### src/logic/ppi_regs.vh
// Notes on behaviour
// RULE1: Port data at offsets 0-2 and 4-6
// RULE2: Reset: all lines input, pulled high
// RULE3: Ports stay input until control write
// RULE4: Control at 3 and 7, flag-high write
// RULE5: Port C low direction, 0 output
// RULE6: Port B direction, 0 output
// RULE7: Port C high direction, 0 output
// RULE8: Port A direction, 0 output
// RULE9: Group B mode bit, reset zero
// RULE10: Group A two-bit mode, reset zero
// RULE11: Mode change clears output latches
// RULE12: Flag-low write sets/clears one C bit
// RULE13: Control read shows flag as one
// RULE14: Stored flag reads one after reset
// RULE15: Bit select bits 3:1, value bit 0
// RULE16: Read pins for inputs, latch for outputs
`ifndef PPI_REGS_VH
`define PPI_REGS_VH
`define PPI_OFS_PORT_A      3'h0
`define PPI_OFS_PORT_B      3'h1
`define PPI_OFS_PORT_C      3'h2
`define PPI_OFS_CONTROL     3'h3
`define PPI_CTL_FLAG_BIT    7
`define PPI_CTL_MODEA_HI    6
`define PPI_CTL_MODEA_LO    5
`define PPI_CTL_ADIR_BIT    4
`define PPI_CTL_CHDIR_BIT   3
`define PPI_CTL_MODEB_BIT   2
`define PPI_CTL_BDIR_BIT    1
`define PPI_CTL_CLDIR_BIT   0
`define PPI_PORT_C_BIT_SELECT_HI         3
`define PPI_PORT_C_BIT_SELECT_LO         1
`define PPI_SET_BIT         0
`define PPI_CTL_RESET       7'h1b
`define PPI_LATCH_RESET     8'h00
`endif

### src/logic/ppi_instance.v
`include "ppi_regs.vh"
`default_nettype none
module ppi_instance (
  input  wire       clk_sys,
  input  wire       reset,
  input  wire       wr_en,
  input  wire [1:0] reg_sel,
  input  wire [7:0] wr_data,
  output reg  [7:0] rd_data,
  input  wire [7:0] port_a_in,
  output wire [7:0] port_a_out,
  output wire [7:0] port_a_oe,
  input  wire [7:0] port_b_in,
  output wire [7:0] port_b_out,
  output wire [7:0] port_b_oe,
  input  wire [7:0] port_c_in,
  output wire [7:0] port_c_out,
  output wire [7:0] port_c_oe
);
  reg  [6:0] ctl_q;
  reg  [6:0] ctl_d;
  reg  [7:0] lat_a_q;
  reg  [7:0] lat_b_q;
  reg  [7:0] lat_c_q;
  reg  [7:0] lat_a_d;
  reg  [7:0] lat_b_d;
  reg  [7:0] lat_c_d;
  wire [7:0] dir_c;
  wire [2:0] ofs;
  wire       mode_chg;
  wire [2:0] port_c_bit_select;
  wire       port_a_direction;
  wire       port_b_direction;
  wire       port_c_high_direction;
  wire       port_c_low_direction;
  genvar     gi;

  function [7:0] mix;
    input [7:0] pins;
    input [7:0] latch;
    input [7:0] is_in;
    begin
      mix = (pins & is_in) | (latch & ~is_in);
    end
  endfunction

  assign port_a_direction      = ctl_q[`PPI_CTL_ADIR_BIT];  // RULE8
  assign port_b_direction      = ctl_q[`PPI_CTL_BDIR_BIT];  // RULE6
  assign port_c_high_direction = ctl_q[`PPI_CTL_CHDIR_BIT]; // RULE7
  assign port_c_low_direction  = ctl_q[`PPI_CTL_CLDIR_BIT]; // RULE5
  assign dir_c = {{4{port_c_high_direction}}, {4{port_c_low_direction}}};
  assign ofs   = {1'b0, reg_sel}; // RULE1
  assign port_c_bit_select  = wr_data[`PPI_PORT_C_BIT_SELECT_HI:`PPI_PORT_C_BIT_SELECT_LO]; // RULE15
  // RULE9 RULE10 RULE11
  assign mode_chg =
    (wr_data[`PPI_CTL_MODEA_HI:`PPI_CTL_MODEA_LO] !=
     ctl_q[`PPI_CTL_MODEA_HI:`PPI_CTL_MODEA_LO]) ||
    (wr_data[`PPI_CTL_MODEB_BIT] != ctl_q[`PPI_CTL_MODEB_BIT]);

  // Outputs: direction 1 releases the line; reset releases it at once
  generate
    for (gi = 0; gi < 8; gi = gi + 1) begin : g_pin
      assign port_a_oe[gi]  = ~reset & ~port_a_direction;    // RULE2 RULE16
      assign port_b_oe[gi]  = ~reset & ~port_b_direction;    // RULE2 RULE16
      assign port_c_oe[gi]  = ~reset & ~dir_c[gi];           // RULE2 RULE16
      assign port_a_out[gi] = reset | lat_a_q[gi];           // RULE2
      assign port_b_out[gi] = reset | lat_b_q[gi];           // RULE2
      assign port_c_out[gi] = reset | lat_c_q[gi];           // RULE2
    end
  endgenerate

  always @* begin
    ctl_d   = ctl_q;
    lat_a_d = lat_a_q;
    lat_b_d = lat_b_q;
    lat_c_d = lat_c_q;
    if (wr_en) begin
      case (ofs)
        `PPI_OFS_PORT_A: lat_a_d = wr_data; // RULE16
        `PPI_OFS_PORT_B: lat_b_d = wr_data; // RULE16
        `PPI_OFS_PORT_C: lat_c_d = wr_data; // RULE16
        default: begin
          if (wr_data[`PPI_CTL_FLAG_BIT]) begin // RULE4
            ctl_d = wr_data[6:0]; // RULE3
            if (mode_chg) begin // RULE11
              lat_a_d = `PPI_LATCH_RESET;
              lat_b_d = `PPI_LATCH_RESET;
              lat_c_d = `PPI_LATCH_RESET;
            end
          end else begin
            lat_c_d[port_c_bit_select] = wr_data[`PPI_SET_BIT]; // RULE12
          end
        end
      endcase
    end
  end

  always @(posedge clk_sys) begin
    if (reset) begin
      ctl_q   <= `PPI_CTL_RESET; // RULE2 RULE14
      lat_a_q <= `PPI_LATCH_RESET;
      lat_b_q <= `PPI_LATCH_RESET;
      lat_c_q <= `PPI_LATCH_RESET;
    end else begin
      ctl_q   <= ctl_d;
      lat_a_q <= lat_a_d;
      lat_b_q <= lat_b_d;
      lat_c_q <= lat_c_d;
    end
  end

  always @* begin
    case (ofs)
      `PPI_OFS_PORT_A:
        rd_data = mix(port_a_in, lat_a_q, {8{port_a_direction}});
      `PPI_OFS_PORT_B:
        rd_data = mix(port_b_in, lat_b_q, {8{port_b_direction}});
      `PPI_OFS_PORT_C: rd_data = mix(port_c_in, lat_c_q, dir_c); // RULE16
      default: rd_data = {1'b1, ctl_q}; // RULE13
    endcase
  end
endmodule // ppi_instance
`default_nettype wire

### src/logic/dual_ppi_parallel_port.v
`include "ppi_regs.vh"
`default_nettype none
module dual_ppi_parallel_port (
  input  wire        clk_sys,
  input  wire        reset,
  input  wire        wb_cyc_i,
  input  wire        wb_stb_i,
  input  wire        wb_we_i,
  input  wire [4:0]  wb_adr_i,
  input  wire [3:0]  wb_sel_i,
  input  wire [31:0] wb_dat_i,
  output reg  [31:0] wb_dat_o,
  output reg         wb_ack_o,
  input  wire [7:0]  p1_port_a_in,
  output wire [7:0]  p1_port_a_out,
  output wire [7:0]  p1_port_a_oe,
  input  wire [7:0]  p1_port_b_in,
  output wire [7:0]  p1_port_b_out,
  output wire [7:0]  p1_port_b_oe,
  input  wire [7:0]  p1_port_c_in,
  output wire [7:0]  p1_port_c_out,
  output wire [7:0]  p1_port_c_oe,
  input  wire [7:0]  p2_port_a_in,
  output wire [7:0]  p2_port_a_out,
  output wire [7:0]  p2_port_a_oe,
  input  wire [7:0]  p2_port_b_in,
  output wire [7:0]  p2_port_b_out,
  output wire [7:0]  p2_port_b_oe,
  input  wire [7:0]  p2_port_c_in,
  output wire [7:0]  p2_port_c_out,
  output wire [7:0]  p2_port_c_oe
);
  wire       req;
  wire [2:0] idx;
  wire       wr1;
  wire       wr2;
  wire [7:0] rd1;
  wire [7:0] rd2;

  // Byte address is index times four; byte lane 0 carries data
  assign req = wb_cyc_i & wb_stb_i & ~wb_ack_o;
  assign idx = wb_adr_i[4:2];
  assign wr1 = req & wb_we_i & wb_sel_i[0] & ~idx[2]; // RULE1 RULE4
  assign wr2 = req & wb_we_i & wb_sel_i[0] & idx[2];  // RULE1 RULE4

  ppi_instance u_ppi1 (
    .clk_sys    (clk_sys),
    .reset      (reset),
    .wr_en      (wr1),
    .reg_sel    (idx[1:0]),
    .wr_data    (wb_dat_i[7:0]),
    .rd_data    (rd1),
    .port_a_in  (p1_port_a_in),
    .port_a_out (p1_port_a_out),
    .port_a_oe  (p1_port_a_oe),
    .port_b_in  (p1_port_b_in),
    .port_b_out (p1_port_b_out),
    .port_b_oe  (p1_port_b_oe),
    .port_c_in  (p1_port_c_in),
    .port_c_out (p1_port_c_out),
    .port_c_oe  (p1_port_c_oe)
  );

  ppi_instance u_ppi2 (
    .clk_sys    (clk_sys),
    .reset      (reset),
    .wr_en      (wr2),
    .reg_sel    (idx[1:0]),
    .wr_data    (wb_dat_i[7:0]),
    .rd_data    (rd2),
    .port_a_in  (p2_port_a_in),
    .port_a_out (p2_port_a_out),
    .port_a_oe  (p2_port_a_oe),
    .port_b_in  (p2_port_b_in),
    .port_b_out (p2_port_b_out),
    .port_b_oe  (p2_port_b_oe),
    .port_c_in  (p2_port_c_in),
    .port_c_out (p2_port_c_out),
    .port_c_oe  (p2_port_c_oe)
  );

  always @(posedge clk_sys) begin
    if (reset) begin
      wb_ack_o <= 1'b0;
      wb_dat_o <= 32'h00000000;
    end else begin
      wb_ack_o <= req;
      if (req && !wb_we_i)
        wb_dat_o <= {24'h000000, idx[2] ? rd2 : rd1}; // RULE1
    end
  end
endmodule // dual_ppi_parallel_port
`default_nettype wire

### config.mk
export PLATFORM = sky130hd
export DESIGN_NAME = dual_ppi_parallel_port
export DESIGN_NICKNAME = d
export VERILOG_FILES = /design/src/logic/ppi_instance.v /design/src/logic/dual_ppi_parallel_port.v
export VERILOG_INCLUDE_DIRS = /design/src /design/src/logic
export SDC_FILE = /design/constraint.sdc
export NUM_CORES = 1
export LEC_CHECK = 0
export ABC_AREA = 1
export BUFFER_PORTS_ARGS = -buffer_cell sky130_fd_sc_hd__buf_4
export CORE_MARGIN = 4
export CORE_UTILIZATION = 40
export DETAILED_ROUTE_END_ITERATION = 6
export PLACE_DENSITY = 0.76
export SYNTH_ARGS = -nofsm -noshare
export SYNTH_HDL_FRONTEND = slang
export SYNTH_SLANG_ARGS = --single-unit
### constraint.sdc
create_clock -name clk_sys -period 2.2 [get_ports clk_sys]
set_clock_uncertainty 0.2 [all_clocks]
set_input_delay 0.44 -clock clk_sys [delete_from_list [all_inputs] [get_ports clk_sys]]
set_output_delay 0.44 -clock clk_sys [all_outputs]
set_load 0.01 [all_outputs]
==> results of run 1 <==
[logic make-up after synthesis]
group	after synthesis	share of synthesized area [%]
and+or+nand+nor	495	38.5
other	1	0.0689
DFF	71	26.1
buffers and inverters	263	23.8
xor gates and xnor gates	2	0.460
AOI/OAI and AO/OA	104	9.70
adders and majority gates	6	1.38
[worst max-delay path: cells and delay by family (launching register included)]
| kind | cells | cell delay [ps] |
|---|---|---|
| DFF | 1 | 420 |
| buffers and inverters | 1 | 210 |
| and+or+nand+nor | 1 | 410 |
[power by group through the flow]
stage	combinational, W	clock, W	sequential [W]
after floorplan	0.000387	0	0.00134
after global placement	0.000665	0	0.00133
after detailed placement	0.000666	0	0.00134
after CTS	0.000669	0.00141	0.00131
after global routing	0.000738	0.00146	0.00131
final	0.000672	0.00140	0.00131
[stage by stage]
stage | area (sq um) | std cells | setup WS (ps)
finish | 6910 | 1250 | 195
global route | 6910 | 1250 | 69.8
CTS | 6910 | 1250 | 171
detailed placement | 6620 | 1235 | 71.1
global placement | 6620 | 1235 | 87.2
floorplan | 5530 | 965 | 181
[flip-flops by register name, summed over array words and instances, names as in the netlist]
name,cells
u_ppi2.lat_c_q,8
u_ppi2.lat_b_q,8
u_ppi2.ctl_q,7
u_ppi2.lat_a_q,8
wb_dat_o,8
u_ppi1.lat_a_q,8
u_ppi1.ctl_q,7
u_ppi1.lat_c_q,8
u_ppi1.lat_b_q,8
wb_ack_o,1
[cell type report]
type / count / area share, %
Tap cell: 176 / 3.19
Clock buffer: 12 / 3.86
Inverter: 157 / 8.57
Timing Repair Buffer: 200 / 22.8
Multi-Input combinational cell: 631 / 40.7
Sequential cell: 71 / 20.6
Clock inverter: 3 / 0.254
[placed cells by master, fill, tap and decap left out]
cell / n
nand2_1: 317
buf_4: 194
inv_1: 150
dfxtp_1: 71
nand3_1: 68
nor2_1: 66
a21oi_1: 61
o21ai_0: 40
conb_1: 24
nand4_1: 20
clkbuf_16: 9
nor2_2: 6
ha_1: 6
buf_12: 6
nand2_2: 5
or2_2: 4
inv_2: 3
nor2_4: 3
clkinv_1: 3
clkbuf_8: 3
o211ai_1: 2
nand4_2: 2
clkinv_2: 2
nand3_2: 1
nor3_1: 1
nand3_4: 1
inv_4: 1
xnor2_1: 1
xnor2_2: 1
nand3b_1: 1
o21bai_1: 1
clkinvlp_4: 1
[how the worst max path moves through the flow]
stage | start | to | slack, ps | cells past startpoint
2_1_floorplan | reset | p2_port_a_oe[1] | 180 | 4
3_3_place_gp | wb_adr_i[2] | wb_dat_o[1]$_SDFFE_PP0P_ | 90 | 10
3_5_place_dp | wb_adr_i[2] | wb_dat_o[1]$_SDFFE_PP0P_ | 70 | 10
4_1_cts | u_ppi2.ctl_q[4]$_SDFFE_PP1P_ | p2_port_a_oe[5] | 170 | 2
5_1_grt | u_ppi2.ctl_q[4]$_SDFFE_PP1P_ | p2_port_a_oe[5] | 70 | 2
6_report | u_ppi2.ctl_q[4]$_SDFFE_PP1P_ | p2_port_a_oe[5] | 200 | 2
[routing by layer]
| layer | vias to the layer above | share of wire [%] | GRT usage [%] |
|---|---|---|---|
| met2 | 243 | 46 | 36.7 |
| met3 | 28 | 8.4 | 4.59 |
| met1 | 2634 | 43 | 31.4 |
| met5 | - | 0 | 0 |
| li1 | 3037 | - | - |
| met4 | 0 | 2.1 | 7.03 |
==> summary.txt, run 1 <==
Clock buffer count from CTS = 9
Slowest cell on crit path = dfxtp_1
DIE WIDTH = 125 um
Hold path cells = 3
Crit Reg-Reg Endpoint = wb_dat_o[6]$_SDFFE_PP0P_
Core area = 0.0133 sq mm
Syn avg cell area = 5.78 sq um
R2R Setup Slk = 380 ps
DR vias/cell = 4.75
Synth Register Bits = 71
Worst IR Drop VDD = 0.000265 V
Outcome = finished, final reports clean
Clock power share = 41.4%
Clock Latency Late Sink = 340 ps
Finished Core Util = 52.0%
Fin crit share = 91.1%
Layout Nets = 1170
Max Cap Viol = 0
Gp weighted congestion = 0.972
Overflow after GRT = 0
Switch Pwr = 0.000953 W
Combinational share of power = 19.9%
Worst Path Arrival = 1360 ps
FF-to-FF path depth = 8
Post-CTS resize count = 0
WP data required = 1560 ps
Clk sinks = 71
Initial antenna violation count = 0
Hold Vio Cnt, Final = 0
Antenna diode count = 0
LEAKAGE = 3.72 nW
Vias in the first global route = 5370
Area of the multi-input gates = 0.00281 sq mm
Asr flop ratio synth = 0%
GRT Util Overall = 23.0%
Area grow syn2layout = 26.9%
H-tree levels = 3
Layout cell share with drive strength beyond 1 = 22.5%
# fillers = 1406
Cell Area, Synth = 0.00545 sq mm
Power per cell area = 489 mW/mm^2
Post-CTS Setup Repair Bufs = 0
Worst reg2reg startpoint = u_ppi2.ctl_q[4]$_SDFFE_PP1P_
Most used DFF post-synth = dfxtp_1
Hpwl dp = 14.6 mm
WS Path Type = flop to output pin
Max_slew headroom = 65.8%
Max incr delay on CP = 420 ps
Crit-path max FO = 9
Slew of the pin with the lowest slew margin = 512 ps
Tmin final = 2000 ps
Die Y = 125 um
RSZ-0062 raised after global routing = false
DR vias = 5942
Synth warnings = 0
PortBufs = 169
Post-Route WL = 18.6 mm
Commonest cells in the netlist = nand2_1, inv_1, dfxtp_1
Final Total Pwr = 0.00338 W
Clock root cell = clkbuf_16
Pin count of the biggest net entering global routing = 34
Starting Density = 41.0%
Count of final setup violators = 0
Sequential area share after synthesis = 26.1%
Setup TNS = 0 ps
CTS Buffer Depth = 2
Area of the die = 0.0155 sq mm
HP Start = wb_dat_i[4]
# DRC = 0
Routed WL per cell = 14.8 um
DRT iter0 DRCs = 452
Post-synthesis cell type count = 31
Sequential share of power = 38.7%
Max Slew Vio Count = 0
Post-route ant nets = 0
Quantity of hold-fixing buffers added after cts = 0
Crit path capture type = output pin
WHS Endpoint = u_ppi2.ctl_q[4]$_SDFFE_PP1P_
Sw Share = 28.2%
First-pass GRT wire length = 28.9 mm
Dominant cells by area after synthesis = dfxtp_1, nand2_1, inv_1
Leading area contributor after synthesis = dfxtp_1
Final hold slack = 214 ps
Worst-path clk slew = 50 ps
Rows = 42
Pre-antenna DRT Iters = 5
Cells after Synth = 942
Crit path launch type = flop
I/O pin cnt = 223
Top-count cell post-synth = nand2_1
Cell Chain, Critical Path = nor2_1 -> buf_4
Highest clock rate = 499 MHz
Worst min path class = input pin to flop
TritonCTS clock tree = yes
Post-synth EDFFs = 0
Sequential cell area = 0.00142 sq mm
Int Power = 0.00242 W
Share of the synthesized area in the top cell type = 26.1%
Note: power is estimated with default switching activity, not from simulation.
==> inputs of run 2 (changes only) <==
--- a/config.mk
+++ b/config.mk
@@ -8,6 +8,7 @@
 export LEC_CHECK = 0
 export ABC_AREA = 1
 export BUFFER_PORTS_ARGS = -buffer_cell sky130_fd_sc_hd__buf_4
+export CORE_ASPECT_RATIO = 1.25
 export CORE_MARGIN = 4
 export CORE_UTILIZATION = 40
 export DETAILED_ROUTE_END_ITERATION = 6
==> summary.txt, run 2 (same netlist as run 1, synthesis figures left out) <==
Outcome = finished, final reports clean
Tmin final = 2000 ps
Max Slew Vio Count = 0
Slowest cell on crit path = dfxtp_1
Clock buffer count from CTS = 9
Power per cell area = 513 mW/mm^2
Layout cell share with drive strength beyond 1 = 22.7%
# DRC = 0
Worst-path clk slew = 60 ps
Hold Vio Cnt, Final = 0
Worst Path Arrival = 1360 ps
Clock root cell = clkbuf_16
Crit-path max FO = 10
Post-CTS resize count = 0
Post-CTS Setup Repair Bufs = 0
Pin count of the biggest net entering global routing = 52
Gp weighted congestion = 0.934
CTS Buffer Depth = 2
Starting Density = 41.0%
Design Area, Final = 0.00697 sq mm
Setup TNS = 0 ps
Clk sinks = 71
Final Total Pwr = 0.00358 W
Switch Pwr = 0.000942 W
Final Non-Filler Cells = 1250
Clock Latency Late Sink = 330 ps
Quantity of hold-fixing buffers added after cts = 0
Sequential share of power = 36.5%
Pre-antenna DRT Iters = 6
Largest delay share family, worst path = flip-flops
PnR worst setup slack = 204 ps
WP data required = 1560 ps
Post-Route WL = 17.9 mm
Placed Instances = 1234
Int Power = 0.00264 W
DIE WIDTH = 112 um
Sw Share = 26.3%
PortBufs = 169
CP Buf/Inv Count = 1
Crit path capture = p1_port_a_oe[7]
Routed WL per cell = 14.3 um
Worst IR Drop VDD = 0.000299 V
H-tree levels = 3
Post-route ant nets = 0
Crit path launch type = flop
FF-to-FF path depth = 9
TritonCTS clock tree = yes
Worst min path class = input pin to flop
Count of final setup violators = 0
R2R Setup Slk = 350 ps
Crit Reg-Reg Endpoint = wb_dat_o[3]$_SDFFE_PP0P_
Max incr delay on CP = 420 ps
Crit path capture type = output pin
Fin crit share = 90.7%
Hpwl dp = 14.2 mm
GRT Util Overall = 22.5%
Crit path from = u_ppi1.ctl_q[4]$_SDFFE_PP1P_
RSZ-0062 raised after global routing = false
Rows = 47
Cell Chain, Critical Path = nor2_1 -> buf_4
DR vias = 6031
Area of the die = 0.0156 sq mm
Commonest non-fill, non-tap cell in the layout = nand2_1
DR vias/cell = 4.82
Combinational share of power = 19.0%
WS Path Type = flop to output pin
Layout Nets = 1174
Pre-CTS WS = 14.9 ps
Commonest non-fill, non-tap cells in the layout = nand2_1, buf_4, inv_1, dfxtp_1, nand3_1
Overflow after GRT = 0
Initial antenna violation count = 0
LEAKAGE = 3.76 nW
Area grow syn2layout = 28.1%
Max Cap Viol = 0
Clock power share = 44.5%
Worst reg2reg startpoint = u_ppi2.ctl_q[4]$_SDFFE_PP1P_
I/O pin cnt = 223
Core area = 0.0133 sq mm
First-pass GRT wire length = 28.2 mm
DRT iter0 DRCs = 334
Highest clock rate = 501 MHz
Die Y = 138 um
Antenna diode count = 0
Cell Area, Placed = 0.00665 sq mm
Vias in the first global route = 5640
Stages on worst setup path = 2
==> run 2: cell types whose count changed in the layout (fill, tap and decap cells not counted) <==
cell        before  now
bufinv_16        0    2
clkinv_2         2    1
clkbuf_1         0    2
clkinvlp_4       1    0
clkbuf_8         3    2
buf_4          194  198
==> run 2: cell type report <==
class,instances,area (sq um)
Fill cell,1408,6320
Multi-Input combinational cell,631,2810
Timing Repair Buffer,204,1610
Sequential cell,71,1420
Inverter,157,592
Clock buffer,13,260
Tap cell,171,214
Clock inverter,3,65.1
==> run 2: power groups by stage <==
| stage | clock network, W | registers [W] | logic [W] |
|---|---|---|---|
| floorplan | 0 | 0.00134 | 0.000387 |
| global placement | 0 | 0.00133 | 0.000671 |
| detailed placement | 0 | 0.00133 | 0.000674 |
| CTS | 0.00160 | 0.00131 | 0.000677 |
| global route | 0.00167 | 0.00131 | 0.000745 |
| finish | 0.00159 | 0.00131 | 0.000680 |
==> run 2: worst register-to-register path: cells and delay by family (launching register included) <==
kind                   cells  cell delay, ps
and+or+nand+nor            5             460
AOI/OAI and AO/OA          1             190
buffers and inverters      3             490
DFF                        1             410
==> run 2: metal layers <==
layer | up-vias | part of all wire (%) | GRT usage (%) | wire length, um
met5 | - | 0 | 0 | 0
met4 | 0 | 4.9 | 10.7 | 871
met3 | 52 | 6.9 | 3.45 | 1240
met2 | 266 | 50 | 39.2 | 8950
met1 | 2666 | 38 | 26.8 | 6860
li1 | 3047 | - | - | -
==> run 2: how the worst min path moves through the flow <==
stage / from / end / cells after the start
2_1_floorplan: u_ppi1.lat_a_q[0]$_SDFFE_PP0P_ / u_ppi1.lat_a_q[0]$_SDFFE_PP0P_ / 2
3_3_place_gp: u_ppi1.lat_a_q[4]$_SDFFE_PP0P_ / u_ppi1.lat_a_q[4]$_SDFFE_PP0P_ / 2
6_report: wb_dat_i[4] / u_ppi1.ctl_q[4]$_SDFFE_PP1P_ / 3
3_5_place_dp: u_ppi2.lat_b_q[3]$_SDFFE_PP0P_ / u_ppi2.lat_b_q[3]$_SDFFE_PP0P_ / 2
4_1_cts: wb_dat_i[4] / u_ppi1.ctl_q[4]$_SDFFE_PP1P_ / 3
5_1_grt: wb_dat_i[4] / u_ppi1.ctl_q[4]$_SDFFE_PP1P_ / 3
==> run 2: through the flow <==
stage | hold WS (ps) | utilization (%)
floorplan | 241 | -
global placement | 247 | 50.0
detailed placement | 249 | 50.0
CTS | 196 | 52.5
global route | 210 | 52.5
finish | 200 | 52.5
==> inputs of run 3 (changes only) <==
--- a/config.mk
+++ b/config.mk
@@ -12,7 +12,7 @@
 export CORE_MARGIN = 4
 export CORE_UTILIZATION = 40
 export DETAILED_ROUTE_END_ITERATION = 6
-export PLACE_DENSITY = 0.76
+export PLACE_DENSITY = 0.67
 export SYNTH_ARGS = -nofsm -noshare
 export SYNTH_HDL_FRONTEND = slang
 export SYNTH_SLANG_ARGS = --single-unit
==> summary.txt, run 3 (same netlist as run 1, synthesis figures left out) <==
GRT busiest layer = met2
Pre-CTS WS = 27.8 ps
Fin crit share = 92.0%
Routed WL per cell = 14.9 um
Tmin final = 2020 ps
Hpwl dp = 14.5 mm
Worst-path clk slew = 60 ps
Antenna diode count = 0
DRT iter0 DRCs = 339
Initial antenna violation count = 0
TritonCTS clock tree = yes
Final Total Pwr = 0.00350 W
Int Power = 0.00252 W
Post-CTS Setup Repair Bufs = 0
Quantity of hold-fixing buffers added after cts = 0
Overflow after GRT = 0
Worst Path Arrival = 1380 ps
Count of final setup violators = 0
WP data required = 1560 ps
I/O pin cnt = 223
CTS Buffer Depth = 2
Starting Density = 41.0%
Switch Pwr = 0.000981 W
RSZ-0062 raised after global routing = false
M1 GR Usage = 27.5%
Commonest non-fill, non-tap cell in the layout = nand2_1
Worst IR Drop VDD = 0.000261 V
Highest clock rate = 494 MHz
Cell Area, Placed = 0.00664 sq mm
Power per cell area = 504 mW/mm^2
Post-Route WL = 18.6 mm
Met3 Use GR = 2.71%
Crit path capture type = output pin
Design Area, Final = 0.00694 sq mm
Worst min path class = input pin to flop
Die Y = 138 um
Post-CTS resize count = 0
Clock Latency Late Sink = 340 ps
Commonest non-fill, non-tap cells in the layout = nand2_1, buf_4, inv_1, dfxtp_1, nand3_1
Area grow syn2layout = 27.4%
Cell Chain, Critical Path = nor2_1 -> buf_4
Outcome = finished, final reports clean
Core area = 0.0133 sq mm
PnR worst setup slack = 175 ps
Crit-path max FO = 10
Layout Nets = 1173
Met2 Usage GRT = 40.5%
DR vias/cell = 4.75
Placed Instances = 1233
Sequential cell area = 0.00142 sq mm
Area of the multi-input gates = 0.00281 sq mm
Layout cell share with drive strength beyond 1 = 22.7%
Clock power share = 43.1%
Clk sinks = 71
Clock buffer count from CTS = 9
PortBufs = 169
Final Non-Filler Cells = 1248
Rows = 47
# fillers = 1443
# DRC = 0
FF-to-FF path depth = 8
DIE WIDTH = 112 um
Max incr delay on CP = 420 ps
Max Cap Viol = 0
Vias in the first global route = 5636
DR vias = 5923
GRT Util Overall = 22.9%
Pre-antenna DRT Iters = 5
Clock root cell = clkbuf_16
Max Slew Vio Count = 0
Slowest cell on crit path = dfxtp_1
Pin count of the biggest net entering global routing = 41
Sw Share = 28.0%
Post-route ant nets = 0
H-tree levels = 3
WS Path Type = flop to output pin
Sequential share of power = 37.4%
Hold Vio Cnt, Final = 0
Setup TNS = 0 ps
Combinational share of power = 19.6%
First-pass GRT wire length = 28.5 mm
Hold path cells = 3
Gp weighted congestion = 0.913
LEAKAGE = 3.74 nW
Crit path launch type = flop
Area of the die = 0.0156 sq mm
==> run 3: cell count changes in the layout (fill, tap and decap cells not counted), sizes merged <==
cell / delta
clkbuf: -1
clkinvlp: +1
buf: -1
bufinv: -1
==> run 3: worst max-delay path, delay by kind of cell, from the launching register on <==
family,cells,cell delay (ps)
buf+inv,1,210
flops,1,420
simple gates,1,420
==> run 3: path summary, 6_finish.rpt <==
kind / from / endpoint / slack, ps
worst max-delay path: u_ppi1.ctl_q[4]$_SDFFE_PP1P_ / p1_port_a_oe[3] / 180
worst min-delay path: wb_dat_i[4] / u_ppi2.ctl_q[4]$_SDFFE_PP1P_ / 210
worst max register to register: u_ppi2.ctl_q[4]$_SDFFE_PP1P_ / wb_dat_o[2]$_SDFFE_PP0P_ / 310
worst min register to register: u_ppi2.lat_b_q[1]$_SDFFE_PP0P_ / u_ppi2.lat_b_q[1]$_SDFFE_PP0P_ / 260
==> run 3: through the flow <==
stage / hold WS [ps] / utilization, %
detailed placement: 249 / 50.0
floorplan: 241 / -
global placement: 246 / 50.0
global route: 214 / 52.2
CTS: 199 / 52.2
finish: 206 / 52.2
==> run 3: per-layer routing <==
metal	routed length (um)	vias to the layer above
met1	7460	2643
met5	0	-
met2	9520	191
met3	921	36
met4	673	0
li1	-	3053
==> run 3: power by group through the flow <==
stage / Combinational [W] / Clock (W) / Sequential [W]
5_1_grt: 0.000747 / 0.00157 / 0.00131
4_1_cts: 0.000682 / 0.00150 / 0.00131
6_report: 0.000684 / 0.00151 / 0.00131
3_5_place_dp: 0.000680 / 0 / 0.00133
2_1_floorplan: 0.000387 / 0 / 0.00134
3_3_place_gp: 0.000678 / 0 / 0.00133
==> run 3: area by class of cell <==
| class | count | share of cell area, % |
|---|---|---|
| flip-flops and latches | 71 | 20.5 |
| well taps | 171 | 3.08 |
| clock buffers | 12 | 3.70 |
| multi-input cells | 631 | 40.6 |
| clock inverters | 3 | 0.613 |
| inverters | 157 | 8.53 |
| repair buffers | 203 | 23.0 |
